==> config.mk <==
export PLATFORM = sky130hd
export DESIGN_NAME = dnst_top
export DESIGN_NICKNAME = d
export VERILOG_FILES = /design/src/rtl/dnst_fifo.sv /design/src/common/dnst_pkg.sv /design/src/rtl/dnst_top.sv
export SDC_FILE = /design/constraint.sdc
export NUM_CORES = 1
export LEC_CHECK = 0
export ABC_AREA = 1
export BUFFER_PORTS_ARGS = -buffer_cell sky130_fd_sc_hd__clkbuf_2
export CORE_UTILIZATION = 57
export CTS_BUF_LIST = sky130_fd_sc_hd__clkbuf_16
export CTS_CLUSTER_SIZE = 28
export DETAILED_ROUTE_END_ITERATION = 10
export GPL_ROUTABILITY_DRIVEN = 0
export GPL_TIMING_DRIVEN = 0
export PLACE_DENSITY = 0.73
export REMOVE_ABC_BUFFERS = 1
export SLEW_MARGIN = 10
export SYNTH_ARGS = -nofsm -noshare
export SYNTH_HDL_FRONTEND = slang
export SYNTH_SLANG_ARGS = --single-unit
export TNS_END_PERCENT = 30
==> constraint.sdc <==
create_clock -name sys_clk -period 5.5 [get_ports sys_clk]
set_clock_uncertainty 0.2 [all_clocks]
set_input_delay 1.1 -clock sys_clk [delete_from_list [all_inputs] [get_ports sys_clk]]
set_output_delay 1.1 -clock sys_clk [all_outputs]
set_load 0.01 [all_outputs]
==> src/rtl/dnst_fifo.sv <==
// Purpose: Poll byte buffer, defined beside the switch timing top
// Assumes: Nothing is declared here
// Notes:   Intentionally empty

==> src/common/dnst_pkg.sv <==
// Purpose: Shared constants for the dual network switch timing block
// Assumes: 125 MHz sys_clk, millisecond settings
// Notes:   Mode and protocol codes are local encodings
package dnst_pkg;
    localparam int unsigned CLK_HZ          = 125000000;
    localparam int unsigned TICK_MS_CYCLES  = CLK_HZ / 1000;
    localparam int unsigned MS_W            = 16;
    localparam logic [15:0] CTS_WAIT_DEF    = 16'h0000;
    localparam logic [15:0] REVERT_IDLE_DEF = 16'h012c;
    localparam logic [15:0] RESP_DELAY_DEF  = 16'h03e8;
    localparam logic [15:0] DEKEY_DEF       = 16'h0000;
    localparam logic [15:0] PREV_INT_DEF    = 16'h0000;
    localparam logic [15:0] PREV_DUR_DEF    = 16'h0000;
    localparam logic [15:0] LEG_SW_DEF      = 16'h0000;
    localparam logic [15:0] LEG_SW_RECOMMEND = 16'h0096;
    localparam logic [7:0]  RADIUS_ONE_HOP  = 8'h01;
    localparam int unsigned FIFO_DEPTH      = 32;
    localparam int unsigned DATA_W          = 8;
    localparam logic        NET_LEGACY      = 1'b0;
    localparam logic        NET_NEW         = 1'b1;
    localparam logic [1:0]  MODE_OTHER      = 2'h0;
    localparam logic [1:0]  MODE_BASE_MIG   = 2'h1;
    localparam logic [1:0]  MODE_RPT_MIG    = 2'h2;
    localparam logic [2:0]  PROTO_MODBUS_RTU = 3'h0;
    localparam logic [2:0]  PROTO_MULTI_A   = 3'h6;
    localparam logic [2:0]  PROTO_MULTI_B   = 3'h7;
    typedef enum logic [2:0] {
        ST_IDLE, ST_CTS_WAIT, ST_SEND, ST_DEKEY, ST_RESP_WAIT, ST_RX, ST_REVERT_IDLE
    } dnst_state_t;
endpackage

==> src/rtl/dnst_top.sv <==
`timescale 1ns/10ps
// Purpose: Switch timing between legacy and new radio networks
// Assumes: Settings are static ports; serial pins asynchronous
// Notes:   One millisecond tick drives all timers
module dnst_top
    import dnst_pkg::*;
#(
    parameter int unsigned TICK_CYCLES = TICK_MS_CYCLES
) (
    input  wire logic              sys_clk,       // System clock 125 MHz
    input  wire logic              nrst,          // Async reset, active low
    input  wire logic [1:0]        term_mode,     // Terminal operating mode
    input  wire logic              pref_net,      // Preferred network, 1 = new
    input  wire logic              lock_legacy,   // Switch locked to legacy
    input  wire logic [MS_W-1:0]   cts_wait_ms,   // Max CTS wait
    input  wire logic [MS_W-1:0]   revert_idle_ms,// Auto revert idle
    input  wire logic [MS_W-1:0]   resp_delay_ms, // Network response delay
    input  wire logic [MS_W-1:0]   dekey_ms,      // Soft carrier de-key delay
    input  wire logic [MS_W-1:0]   prev_int_ms,   // Periodic revert interval
    input  wire logic [MS_W-1:0]   prev_dur_ms,   // Periodic revert duration
    input  wire logic [MS_W-1:0]   leg_sw_ms,     // Legacy switch delay
    input  wire logic [7:0]        net_radius,    // Network radius in hops
    input  wire logic [2:0]        proto_sel,     // Protocol selection
    input  wire logic [2:0]        proto_detect,  // Protocol found in traffic
    input  wire logic [DATA_W-1:0] poll_data,     // Poll byte toward legacy
    input  wire logic              poll_valid,    // Poll byte valid
    input  wire logic              poll_last,     // Last byte of poll
    output logic                   poll_ready,    // FIFO accepts byte
    output logic [DATA_W-1:0]      ser_data,      // Serial byte out
    output logic                   ser_valid,     // Serial byte strobe
    input  wire logic              ser_ready,     // Serial transmitter ready
    input  wire logic              rts_pin,       // RTS from legacy radio
    input  wire logic              rx_byte_pin,   // Response byte seen, async
    input  wire logic              rx_end_pin,    // Response end, async
    output logic                   cts_q,         // CTS to legacy radio
    output logic                   net_sel_q,     // Switch position, 1 = new
    output logic                   timeout_q,     // Response timeout pulse
    output logic [2:0]             proto_q        // Active protocol
);
    // ------------------------------------------------------------
    // Synchronisers and tick
    // ------------------------------------------------------------
    logic [2:0] s1_q;
    logic [2:0] s2_q;
    logic [2:0] s3_q;
    always_ff @(posedge sys_clk or negedge nrst) begin
        if (!nrst) begin
            s1_q <= '0;
            s2_q <= '0;
            s3_q <= '0;
        end else begin
            s1_q <= {rx_end_pin, rx_byte_pin, rts_pin};
            s2_q <= s1_q;
            s3_q <= s2_q;
        end
    end
    wire rts_s   = s2_q[0];
    wire rx_byte = s2_q[1] && !s3_q[1];
    wire rx_end  = s2_q[2] && !s3_q[2];

    logic [$clog2(TICK_CYCLES)-1:0] tdiv_q;
    logic                           tick_q;
    always_ff @(posedge sys_clk or negedge nrst) begin
        if (!nrst) begin
            tdiv_q <= '0;
            tick_q <= 1'b0;
        end else if (tdiv_q == ($clog2(TICK_CYCLES))'(TICK_CYCLES - 1)) begin
            tdiv_q <= '0;
            tick_q <= 1'b1;
        end else begin
            tdiv_q <= tdiv_q + 1'b1;
            tick_q <= 1'b0;
        end
    end

    // ------------------------------------------------------------
    // Mode decode
    // ------------------------------------------------------------
    wire mig_on   = (term_mode == MODE_BASE_MIG) || (term_mode == MODE_RPT_MIG);
    wire base_on  = term_mode == MODE_BASE_MIG;
    wire rpt_on   = term_mode == MODE_RPT_MIG;
    wire prev_on  = base_on && (prev_int_ms != '0) && !lock_legacy;
    wire lsd_on   = rpt_on && (net_radius > RADIUS_ONE_HOP);

    // ------------------------------------------------------------
    // Data FIFO
    // ------------------------------------------------------------
    logic [DATA_W-1:0] f_data;
    logic              f_valid;
    logic              f_ready;
    logic              last_q;
    dnst_fifo #(.WIDTH(DATA_W + 1), .DEPTH(FIFO_DEPTH)) u_fifo (
        .sys_clk  (sys_clk),
        .nrst     (nrst),
        .in_data  ({poll_last, poll_data}),
        .in_valid (poll_valid),
        .in_ready (poll_ready),
        .out_data ({last_q, f_data}),
        .out_valid(f_valid),
        .out_ready(f_ready)
    );

    // ------------------------------------------------------------
    // Poll sequencer
    // ------------------------------------------------------------
    dnst_state_t     st_q;
    logic [MS_W-1:0] cnt_q;
    logic            forced_q;
    wire             cnt_done = cnt_q == '0;
    wire             poll_busy = (st_q != ST_IDLE) && (st_q != ST_REVERT_IDLE);
    wire             sending = st_q == ST_SEND;
    logic [MS_W-1:0] leg_ms_q;
    logic [MS_W-1:0] frc_ms_q;
    // A due revert holds off a new poll so the two never start together
    wire             force_due = prev_on && !forced_q && (net_sel_q == NET_LEGACY)
                                 && (leg_ms_q >= prev_int_ms) && !poll_busy;

    assign f_ready = sending && ser_ready && !ser_valid;

    always_ff @(posedge sys_clk or negedge nrst) begin
        if (!nrst) begin
            st_q      <= ST_IDLE;
            cnt_q     <= '0;
            cts_q     <= 1'b0;
            timeout_q <= 1'b0;
        end else begin
            timeout_q <= 1'b0;
            if (tick_q && !cnt_done) cnt_q <= cnt_q - 1'b1;
            case (st_q)
                ST_IDLE, ST_REVERT_IDLE: begin
                    if (mig_on && f_valid && !forced_q && !force_due) begin
                        st_q  <= ST_CTS_WAIT;
                        cts_q <= 1'b1;
                        // Repeater forwarding delay folds into the wait
                        cnt_q <= lsd_on ? cts_wait_ms + leg_sw_ms : cts_wait_ms;
                    end else if (st_q == ST_REVERT_IDLE && cnt_done) begin
                        st_q <= ST_IDLE;
                    end
                end
                ST_CTS_WAIT: begin
                    if (cnt_done || (rts_s && !lsd_on)) st_q <= ST_SEND;
                end
                ST_SEND: begin
                    if (f_ready && f_valid && last_q) begin
                        st_q  <= ST_DEKEY;
                        cnt_q <= dekey_ms;
                    end
                end
                ST_DEKEY: begin
                    if (cnt_done) begin
                        st_q  <= ST_RESP_WAIT;
                        cts_q <= 1'b0;
                        cnt_q <= resp_delay_ms;
                    end
                end
                ST_RESP_WAIT: begin
                    if (rx_byte) begin
                        st_q <= ST_RX;
                    end else if (cnt_done) begin
                        timeout_q <= 1'b1;
                        st_q      <= ST_REVERT_IDLE;
                        cnt_q     <= revert_idle_ms;
                    end
                end
                ST_RX: begin
                    if (rx_end) begin
                        st_q  <= ST_REVERT_IDLE;
                        cnt_q <= revert_idle_ms;
                    end
                end
                default: st_q <= ST_IDLE;
            endcase
        end
    end

    always_ff @(posedge sys_clk or negedge nrst) begin
        if (!nrst) begin
            ser_valid <= 1'b0;
            ser_data  <= '0;
        end else begin
            ser_valid <= f_ready && f_valid;
            if (f_ready && f_valid) ser_data <= f_data;
        end
    end

    // ------------------------------------------------------------
    // Periodic revert
    // ------------------------------------------------------------
    always_ff @(posedge sys_clk or negedge nrst) begin
        if (!nrst) begin
            leg_ms_q <= '0;
            frc_ms_q <= '0;
            forced_q <= 1'b0;
        end else if (!prev_on) begin
            leg_ms_q <= '0;
            forced_q <= 1'b0;
        end else if (forced_q) begin
            if (tick_q) frc_ms_q <= frc_ms_q + 1'b1;
            if (frc_ms_q >= prev_dur_ms) begin
                forced_q <= 1'b0;
                leg_ms_q <= '0;
            end
        end else if (net_sel_q == NET_LEGACY) begin
            if (tick_q && leg_ms_q < prev_int_ms) leg_ms_q <= leg_ms_q + 1'b1;
            if (leg_ms_q >= prev_int_ms && !poll_busy) begin
                forced_q <= 1'b1;
                frc_ms_q <= '0;
            end
        end else begin
            leg_ms_q <= '0;
        end
    end

    // ------------------------------------------------------------
    // Switch position and protocol
    // ------------------------------------------------------------
    always_ff @(posedge sys_clk or negedge nrst) begin
        if (!nrst) begin
            net_sel_q <= NET_NEW;
        end else if (!mig_on) begin
            net_sel_q <= NET_NEW;
        end else if (forced_q) begin
            net_sel_q <= NET_NEW;
        end else if (lock_legacy || poll_busy) begin
            net_sel_q <= NET_LEGACY;
        end else if (st_q == ST_IDLE) begin
            net_sel_q <= pref_net;
        end
    end

    always_ff @(posedge sys_clk or negedge nrst) begin
        if (!nrst) begin
            proto_q <= PROTO_MODBUS_RTU;
        end else if (proto_sel == PROTO_MULTI_A || proto_sel == PROTO_MULTI_B) begin
            proto_q <= proto_detect;
        end else begin
            proto_q <= proto_sel;
        end
    end
endmodule

// ------------------------------------------------------------
// Poll byte buffer
// ------------------------------------------------------------
// Ready is registered from the next pointers so it leaves a flop
module dnst_fifo #(
    parameter int unsigned WIDTH = 8,
    parameter int unsigned DEPTH = 32
) (
    input  wire logic             sys_clk,  // System clock
    input  wire logic             nrst,     // Async reset, active low
    input  wire logic [WIDTH-1:0] in_data,  // Write data
    input  wire logic             in_valid, // Write valid
    output logic                  in_ready, // Not full, registered
    output logic      [WIDTH-1:0] out_data, // Read data
    output logic                  out_valid,// Not empty
    input  wire logic             out_ready // Read accept
);
    localparam int unsigned AW = $clog2(DEPTH);
    logic [WIDTH-1:0] mem [DEPTH];
    logic [AW:0]      wr_q;
    logic [AW:0]      wr_d;
    logic [AW:0]      rd_q;
    logic [AW:0]      rd_d;
    wire              push = in_valid && in_ready;
    wire              pop  = out_valid && out_ready;

    assign wr_d      = push ? wr_q + 1'b1 : wr_q;
    assign rd_d      = pop ? rd_q + 1'b1 : rd_q;
    assign out_valid = wr_q != rd_q;
    assign out_data  = mem[rd_q[AW-1:0]];

    always_ff @(posedge sys_clk) begin
        if (push) begin
            mem[wr_q[AW-1:0]] <= in_data;
        end
    end
    always_ff @(posedge sys_clk or negedge nrst) begin
        if (!nrst) begin
            wr_q     <= '0;
            rd_q     <= '0;
            in_ready <= 1'b1;
        end else begin
            wr_q     <= wr_d;
            rd_q     <= rd_d;
            in_ready <= (wr_d - rd_d) != (AW+1)'(DEPTH);
        end
    end
endmodule

**Word level (Yosys, flattened, before mapping)**

Memories as Yosys holds them, arrays and structs flattened.
Index checks and enable logic that the tools add are counted.

- $add $sub $neg: 8
- Magnitude comparators: 4
- Equal/unequal tests: 26
- Multiplexer cells: 49
- Bitwise gates (word level): 1
- Reductions and logical operators: 47

Operators with widths:

| operator | count |
|---|---|
| 2-to-1 mux 16 bit | 17 |
| case mux 16 bit (5 select lines) | 1 |
| adder 16 x 1 -> 16 bit (second input constant) | 2 |
| greater-or-equal comparator 16 bit | 2 |
| 2-to-1 mux 3 bit | 9 |
| logical AND 1 bit | 23 |
| case mux 3 bit (6 select lines) | 1 |
| adder 17 x 1 -> 17 bit (second input constant) | 1 |
| == test 17 bit (second input constant) | 1 |
| 2-to-1 mux 1 bit | 17 |
| 2-to-1 mux 17 bit | 1 |
| adder 16 bit | 1 |
| zero test 16 bit | 1 |
| < comparator 16 bit | 1 |
| nonzero test 16 bit | 1 |
| subtractor 16 x 1 -> 16 bit (second input constant) | 1 |
| == test 3 bit (second input constant) | 5 |
| adder 6 x 1 -> 6 bit (second input constant) | 2 |
| 2-to-1 mux 6 bit | 2 |
| inequality test 2 bit (second input constant) | 5 |
| zero test 1 bit | 9 |
| inequality test 3 bit (second input constant) | 3 |
| > comparator 8 x 1 -> 1 bit (second input constant) | 1 |
| == test 3 x 2 -> 1 bit (second input constant) | 2 |
| 21 further kinds | 26 |

- Bits in registers: 107
- Bits in writable memories: 288
- Bits of input ports: 146
- Output and inout bits: 16
- Memories: 1

Memory list:

| name | depth | width | rd ports | clocked after memory_dff | write ports | line | RTL |
|---|---|---|---|---|---|---|---|
| u_fifo.mem | 32 | 9 | 1 | 0 | 1 | dnst_top.sv:260 | `logic [WIDTH-1:0] mem [DEPTH];` |

**Longest topological paths before layout**

- Depth in word-level cells: 11
- Gate-level depth with buffers: 21

**Cells and area by module**

Synthesis repeated with hierarchy kept, for this count alone.

- Cell total of the unflattened synthesis: 2502
- Area, all modules: 21334.2 um2

By module, submodules not included:

| module | instances | cells each | area each (um2) | seq. area each (um2) |
|---|---|---|---|---|
| dnst_fifo | 1 | 1128 | 12803.5 | 8974.9 |
| dnst_top | 1 | 1374 | 8530.7 | 2328.5 |

**Least setup slack after synthesis**

No wires, ideal clock.

- Path kind: in2reg
- Start: in poll_valid
- End: reg u_fifo.in_ready
- Arrival: 3.079 ns
- Required time: 5.220 ns
- Slack: 2.141 ns
- Cell stages on the path: 12
- Buffers on the path: 0
- Path through: nand2_1 inv_1 nand2_1 nor2_1 inv_1 nor2_1 nor2_1 ha_1 a21oi_1 xor2_1 xor2_1 nand2_1

- Longest elaborated chain between the ends: 4

RTL lines:

| what | line | RTL |
|---|---|---|
| start: declaration | dnst_top.sv:26 | `input wire logic poll_valid,` |
| logical AND 1 bit | dnst_top.sv:265 | `wire push = in_valid && in_ready;` |
| 2-to-1 mux 6 bit | dnst_top.sv:268 | `assign wr_d = push ? wr_q + 1'b1 : wr_q;` |
| net u_fifo.wr_d[4] | dnst_top.sv:262 | `logic [AW:0] wr_d;` |
| subtractor 6 bit | dnst_top.sv:286 | `in_ready <= (wr_d - rd_d) != (AW+1)'(DEPTH);` |
| inequality test 6 bit | dnst_top.sv:286 |  |
| end signal: assignment | dnst_top.sv:286 |  |
| end: declaration | dnst_top.sv:254 | `output logic in_ready,` |

The timed path passes the listed nets, and every way through them passes these cells.
A chain may end at the register's enable or synchronous reset.

**Final worst setup path**

- Start: reg u_fifo.rd_q[0]
- End: reg u_fifo.in_ready

- Longest elaborated chain between the ends: 5
- Elaborated cells between the ends (all ways): 6

RTL lines:

| what | line | RTL |
|---|---|---|
| start: declaration | dnst_top.sv:263 | `logic [AW:0] rd_q;` |
| start signal: assignment | dnst_top.sv:285 | `rd_q <= rd_d;` |
| branches (longest 2 deep; another with adder 6 x 1 -> 6 bit) | n/a |  |
| 2-to-1 mux 6 bit (*) | dnst_top.sv:269 | `assign rd_d = pop ? rd_q + 1'b1 : rd_q;` |
| subtractor 6 bit (*) | dnst_top.sv:286 |  |
| inequality test 6 bit (*) | dnst_top.sv:286 |  |

Mark *: on every way between the ends.

==> metrics.txt <==
switching share of power=0.3824; Die H=190.4 um; First-pass DRT Iterations=6; Crit Reg-Reg Startpoint=u_fifo.rd_q[0]; fin crit period=4267 ps; TritonCTS clock tree=yes; core area=34710 um2; PwrDens=441.3 nW/um2; total gr overflow=0; post-synth top area share=0.4273; #FFs+latches synth=394; final-report max-slew violation count=0; Synth area leader=edfxtp_1; Antenna Nets Post-Route=0; clock group share of total power=0.285; Reg2Reg Setup Slack=1230 ps; IO Pins=162; Hold Crit Start=s1_q[1]; Synth warnings=0; Comb pwr share=0.329; reg2reg path depth=15; fin nets=2508; dpl hpwl=34300 um; Hold Crit Class=reg -> reg; FP Rows=68; Max-cap violations=0; largest net degree at the start of global routing=144; Cell variety after synth=55; DRT iter0 DRCs=1454; final setup margin=1233 ps; via count=16220; Mapped Cells=2162; IO buf count=160; RSZ-0062 raised after global routing=no; final wirelength=51890 um; Mean Syn Cell Area=9.362 um2; most frequent cells in the layout=nand2_1 (395), nor2_1 (317), edfxtp_1 (288), inv_1 (207), o21ai_0 (185); main flop type after synthesis=edfxtp_1; Leak=9.407 nW; vias in the first global route=15190; sequential share of the synthesized area=0.5584; Worst-Skew Late Latency=570 ps; f_max=234.4 MHz; first-pass GRT wire length=80890 um; Post-synth EDFFs=288; Seq pwr share=0.386; layout cells sized above 1=0.1244; fin crit share=0.7758; CP required=5780 ps; initial antenna violation count=0; WS Path Type=reg -> reg; final hold violations=0; post-place setup slack=1189 ps; CP arrival=4550 ps; Initial Util=0.5831; area growth from synthesis to layout=12.39%; Critical Path End Type=flip-flop; cell internal pwr=6.200 mW; DRC Markers=0; hold path endpoint=s2_q[1]; async set or reset register ratio after synthesis=0.2690; H-Tree Level Count=2; clk slew on worst S/H paths=60 ps; CTS Buf Count=42; top cells by area, synth=edfxtp_1 (43%), dfrtp_1 (13%), nand2_1 (7.3%); Setup TNS Final=0 ps; setup bufs post-CTS=0; Die Span X=190.4 um; startpoint types=flip-flop; antenna cells=0; Crit Reg-Reg Endpoint=u_fifo.in_ready; most common cell after layout, fill and taps aside=nand2_1; drt wl/cell=18.63 um; CTS resizes=0; clk sinks=394; Post-CTS Hold Buffers=0; status=completed; cell area after synthesis=20240 um2; Worst slew margin=0.2509; worst hold path depth=0; Root Buffer=clkbuf_16; Total GRT Usage=0.2873; critical-path maximum fanout=76; switching pwr=3.839 mW; Max Root-Sink Buffers=3; Setup Viol. Count Final=0; Max VDD drop=0.0003702 V; Vias per Instance=5.823; die area=36270 um2; worst-margin pin slew=1119 ps
-- routing by layer --
layer / vias to the layer above / wire length (um) / GRT usage / part of all wire
met5: - / 0 / 0 / 0
met4: 0 / 1603 / 0.1031 / 0.031
met3: 115 / 4072 / 0.04674 / 0.078
met2: 746 / 24690 / 0.4713 / 0.48
met1: 7657 / 21520 / 0.3863 / 0.41
li1: 7706 / - / - / -
-- Yosys cell counts (7+ instances only) --
cell,number
buf_4,7
edfxtp_1,288
inv_2,8
nand2_4,7
nand2_1,395
dfrtp_1,104
o221ai_1,25
nor4_1,14
inv_1,205
xnor2_1,12
nor3_1,25
nand3_1,143
xor2_1,41
nor2_1,317
o21ai_0,186
o31ai_1,7
nand4_1,51
a22oi_1,8
buf_2,17
o211ai_1,9
a21oi_1,60
o22ai_1,39
ha_1,64
o21ai_1,16
clkbuf_1,39
buf_6,8
nand2_2,9
-- worst max-delay path: stages (launching register included) --
cell and delay [ps]:
dfrtp_4 960, buf_16 360, xor2_1 120, nor2_1 150, nand3_1 220, nand2_2 360, clkinv_4 270, nand4_1 160
xor2_1 250, ha_1 300, nand2_1 80, nand2_1 70, a21oi_1 180, xor2_1 200, xor2_1 180, nand2_1 110
-- power groups by stage --
stage	Sequential, mW	Combinational (mW)	Clock, mW
floorplan	3.87	2.12	0
global placement	4.01	3.07	0
detailed placement	3.92	3.24	0
CTS	3.86	3.27	2.89
global route	3.91	3.64	3.01
finish	3.87	3.30	2.86
-- area by class of cell --
type | count | area [um2]
clock inverters | 34 | 315.3
fillers | 2774 | 11960
flip-flops and latches | 394 | 11310
inverters | 218 | 838.3
clock buffers | 44 | 1101
multi-input cells | 1477 | 7721
repair buffers | 164 | 892.1
well taps | 455 | 569.3
-- cell families after synthesis --
kind of cell	after synthesis	share of synthesized area
flops	394	0.5584
xor+xnor	53	0.02293
fa+ha+maj	65	0.04055
buf+inv	291	0.06008
compound gates	365	0.1026
mux	1	0.0004945
simple gates	993	0.2149
-- sequential cells by signal, indices dropped and copies added, names as in the netlist --
register	cells
tick_q	1
s2_q	3
proto_q	3
net_sel_q	1
leg_ms_q	16
u_fifo.wr_q	6
ser_valid	1
frc_ms_q	16
forced_q	1
u_fifo.mem	288
st_q	3
s1_q	3
u_fifo.rd_q	6
ser_data	8
timeout_q	1
u_fifo.in_ready	1
cnt_q	16
cts_q	1
tdiv_q	17
s3_q	2
-- through the flow --
| step | power [mW] | hold slack (ps) | util | cell area (um2) | instances |
|---|---|---|---|---|---|
| 6_report | 10.04 | 151.0 | 0.6553 | 22750 | 2786 |
| 5_1_grt | 10.56 | 159.7 | 0.6553 | 22750 | 2786 |
| 4_1_cts | 10.02 | 154.2 | 0.6553 | 22750 | 2786 |
| 3_5_place_dp | 7.156 | 141.6 | 0.6145 | 21330 | 2708 |
| 3_3_place_gp | 7.077 | 139.4 | 0.6115 | 21230 | 2704 |
| 2_1_floorplan | 5.984 | 131.2 | - | 19860 | 2089 |
-- how the worst max path moves through the flow --
| stage | startpoint | endpoint | slack, ps | depth (start not counted) |
|---|---|---|---|---|
| 6_report | u_fifo.rd_q[0] | u_fifo.in_ready | 1230 | 15 |
| 5_1_grt | u_fifo.rd_q[0] | u_fifo.in_ready | 1050 | 15 |
| 4_1_cts | u_fifo.rd_q[0] | u_fifo.in_ready | 1280 | 15 |
| 3_5_place_dp | poll_valid | u_fifo.in_ready | 1190 | 13 |
| 3_3_place_gp | u_fifo.rd_q[0] | cnt_q[5] | -2290 | 11 |
| 2_1_floorplan | u_fifo.rd_q[0] | st_q[0] | 630 | 11 |
Power figures use the tool's default switching activity.
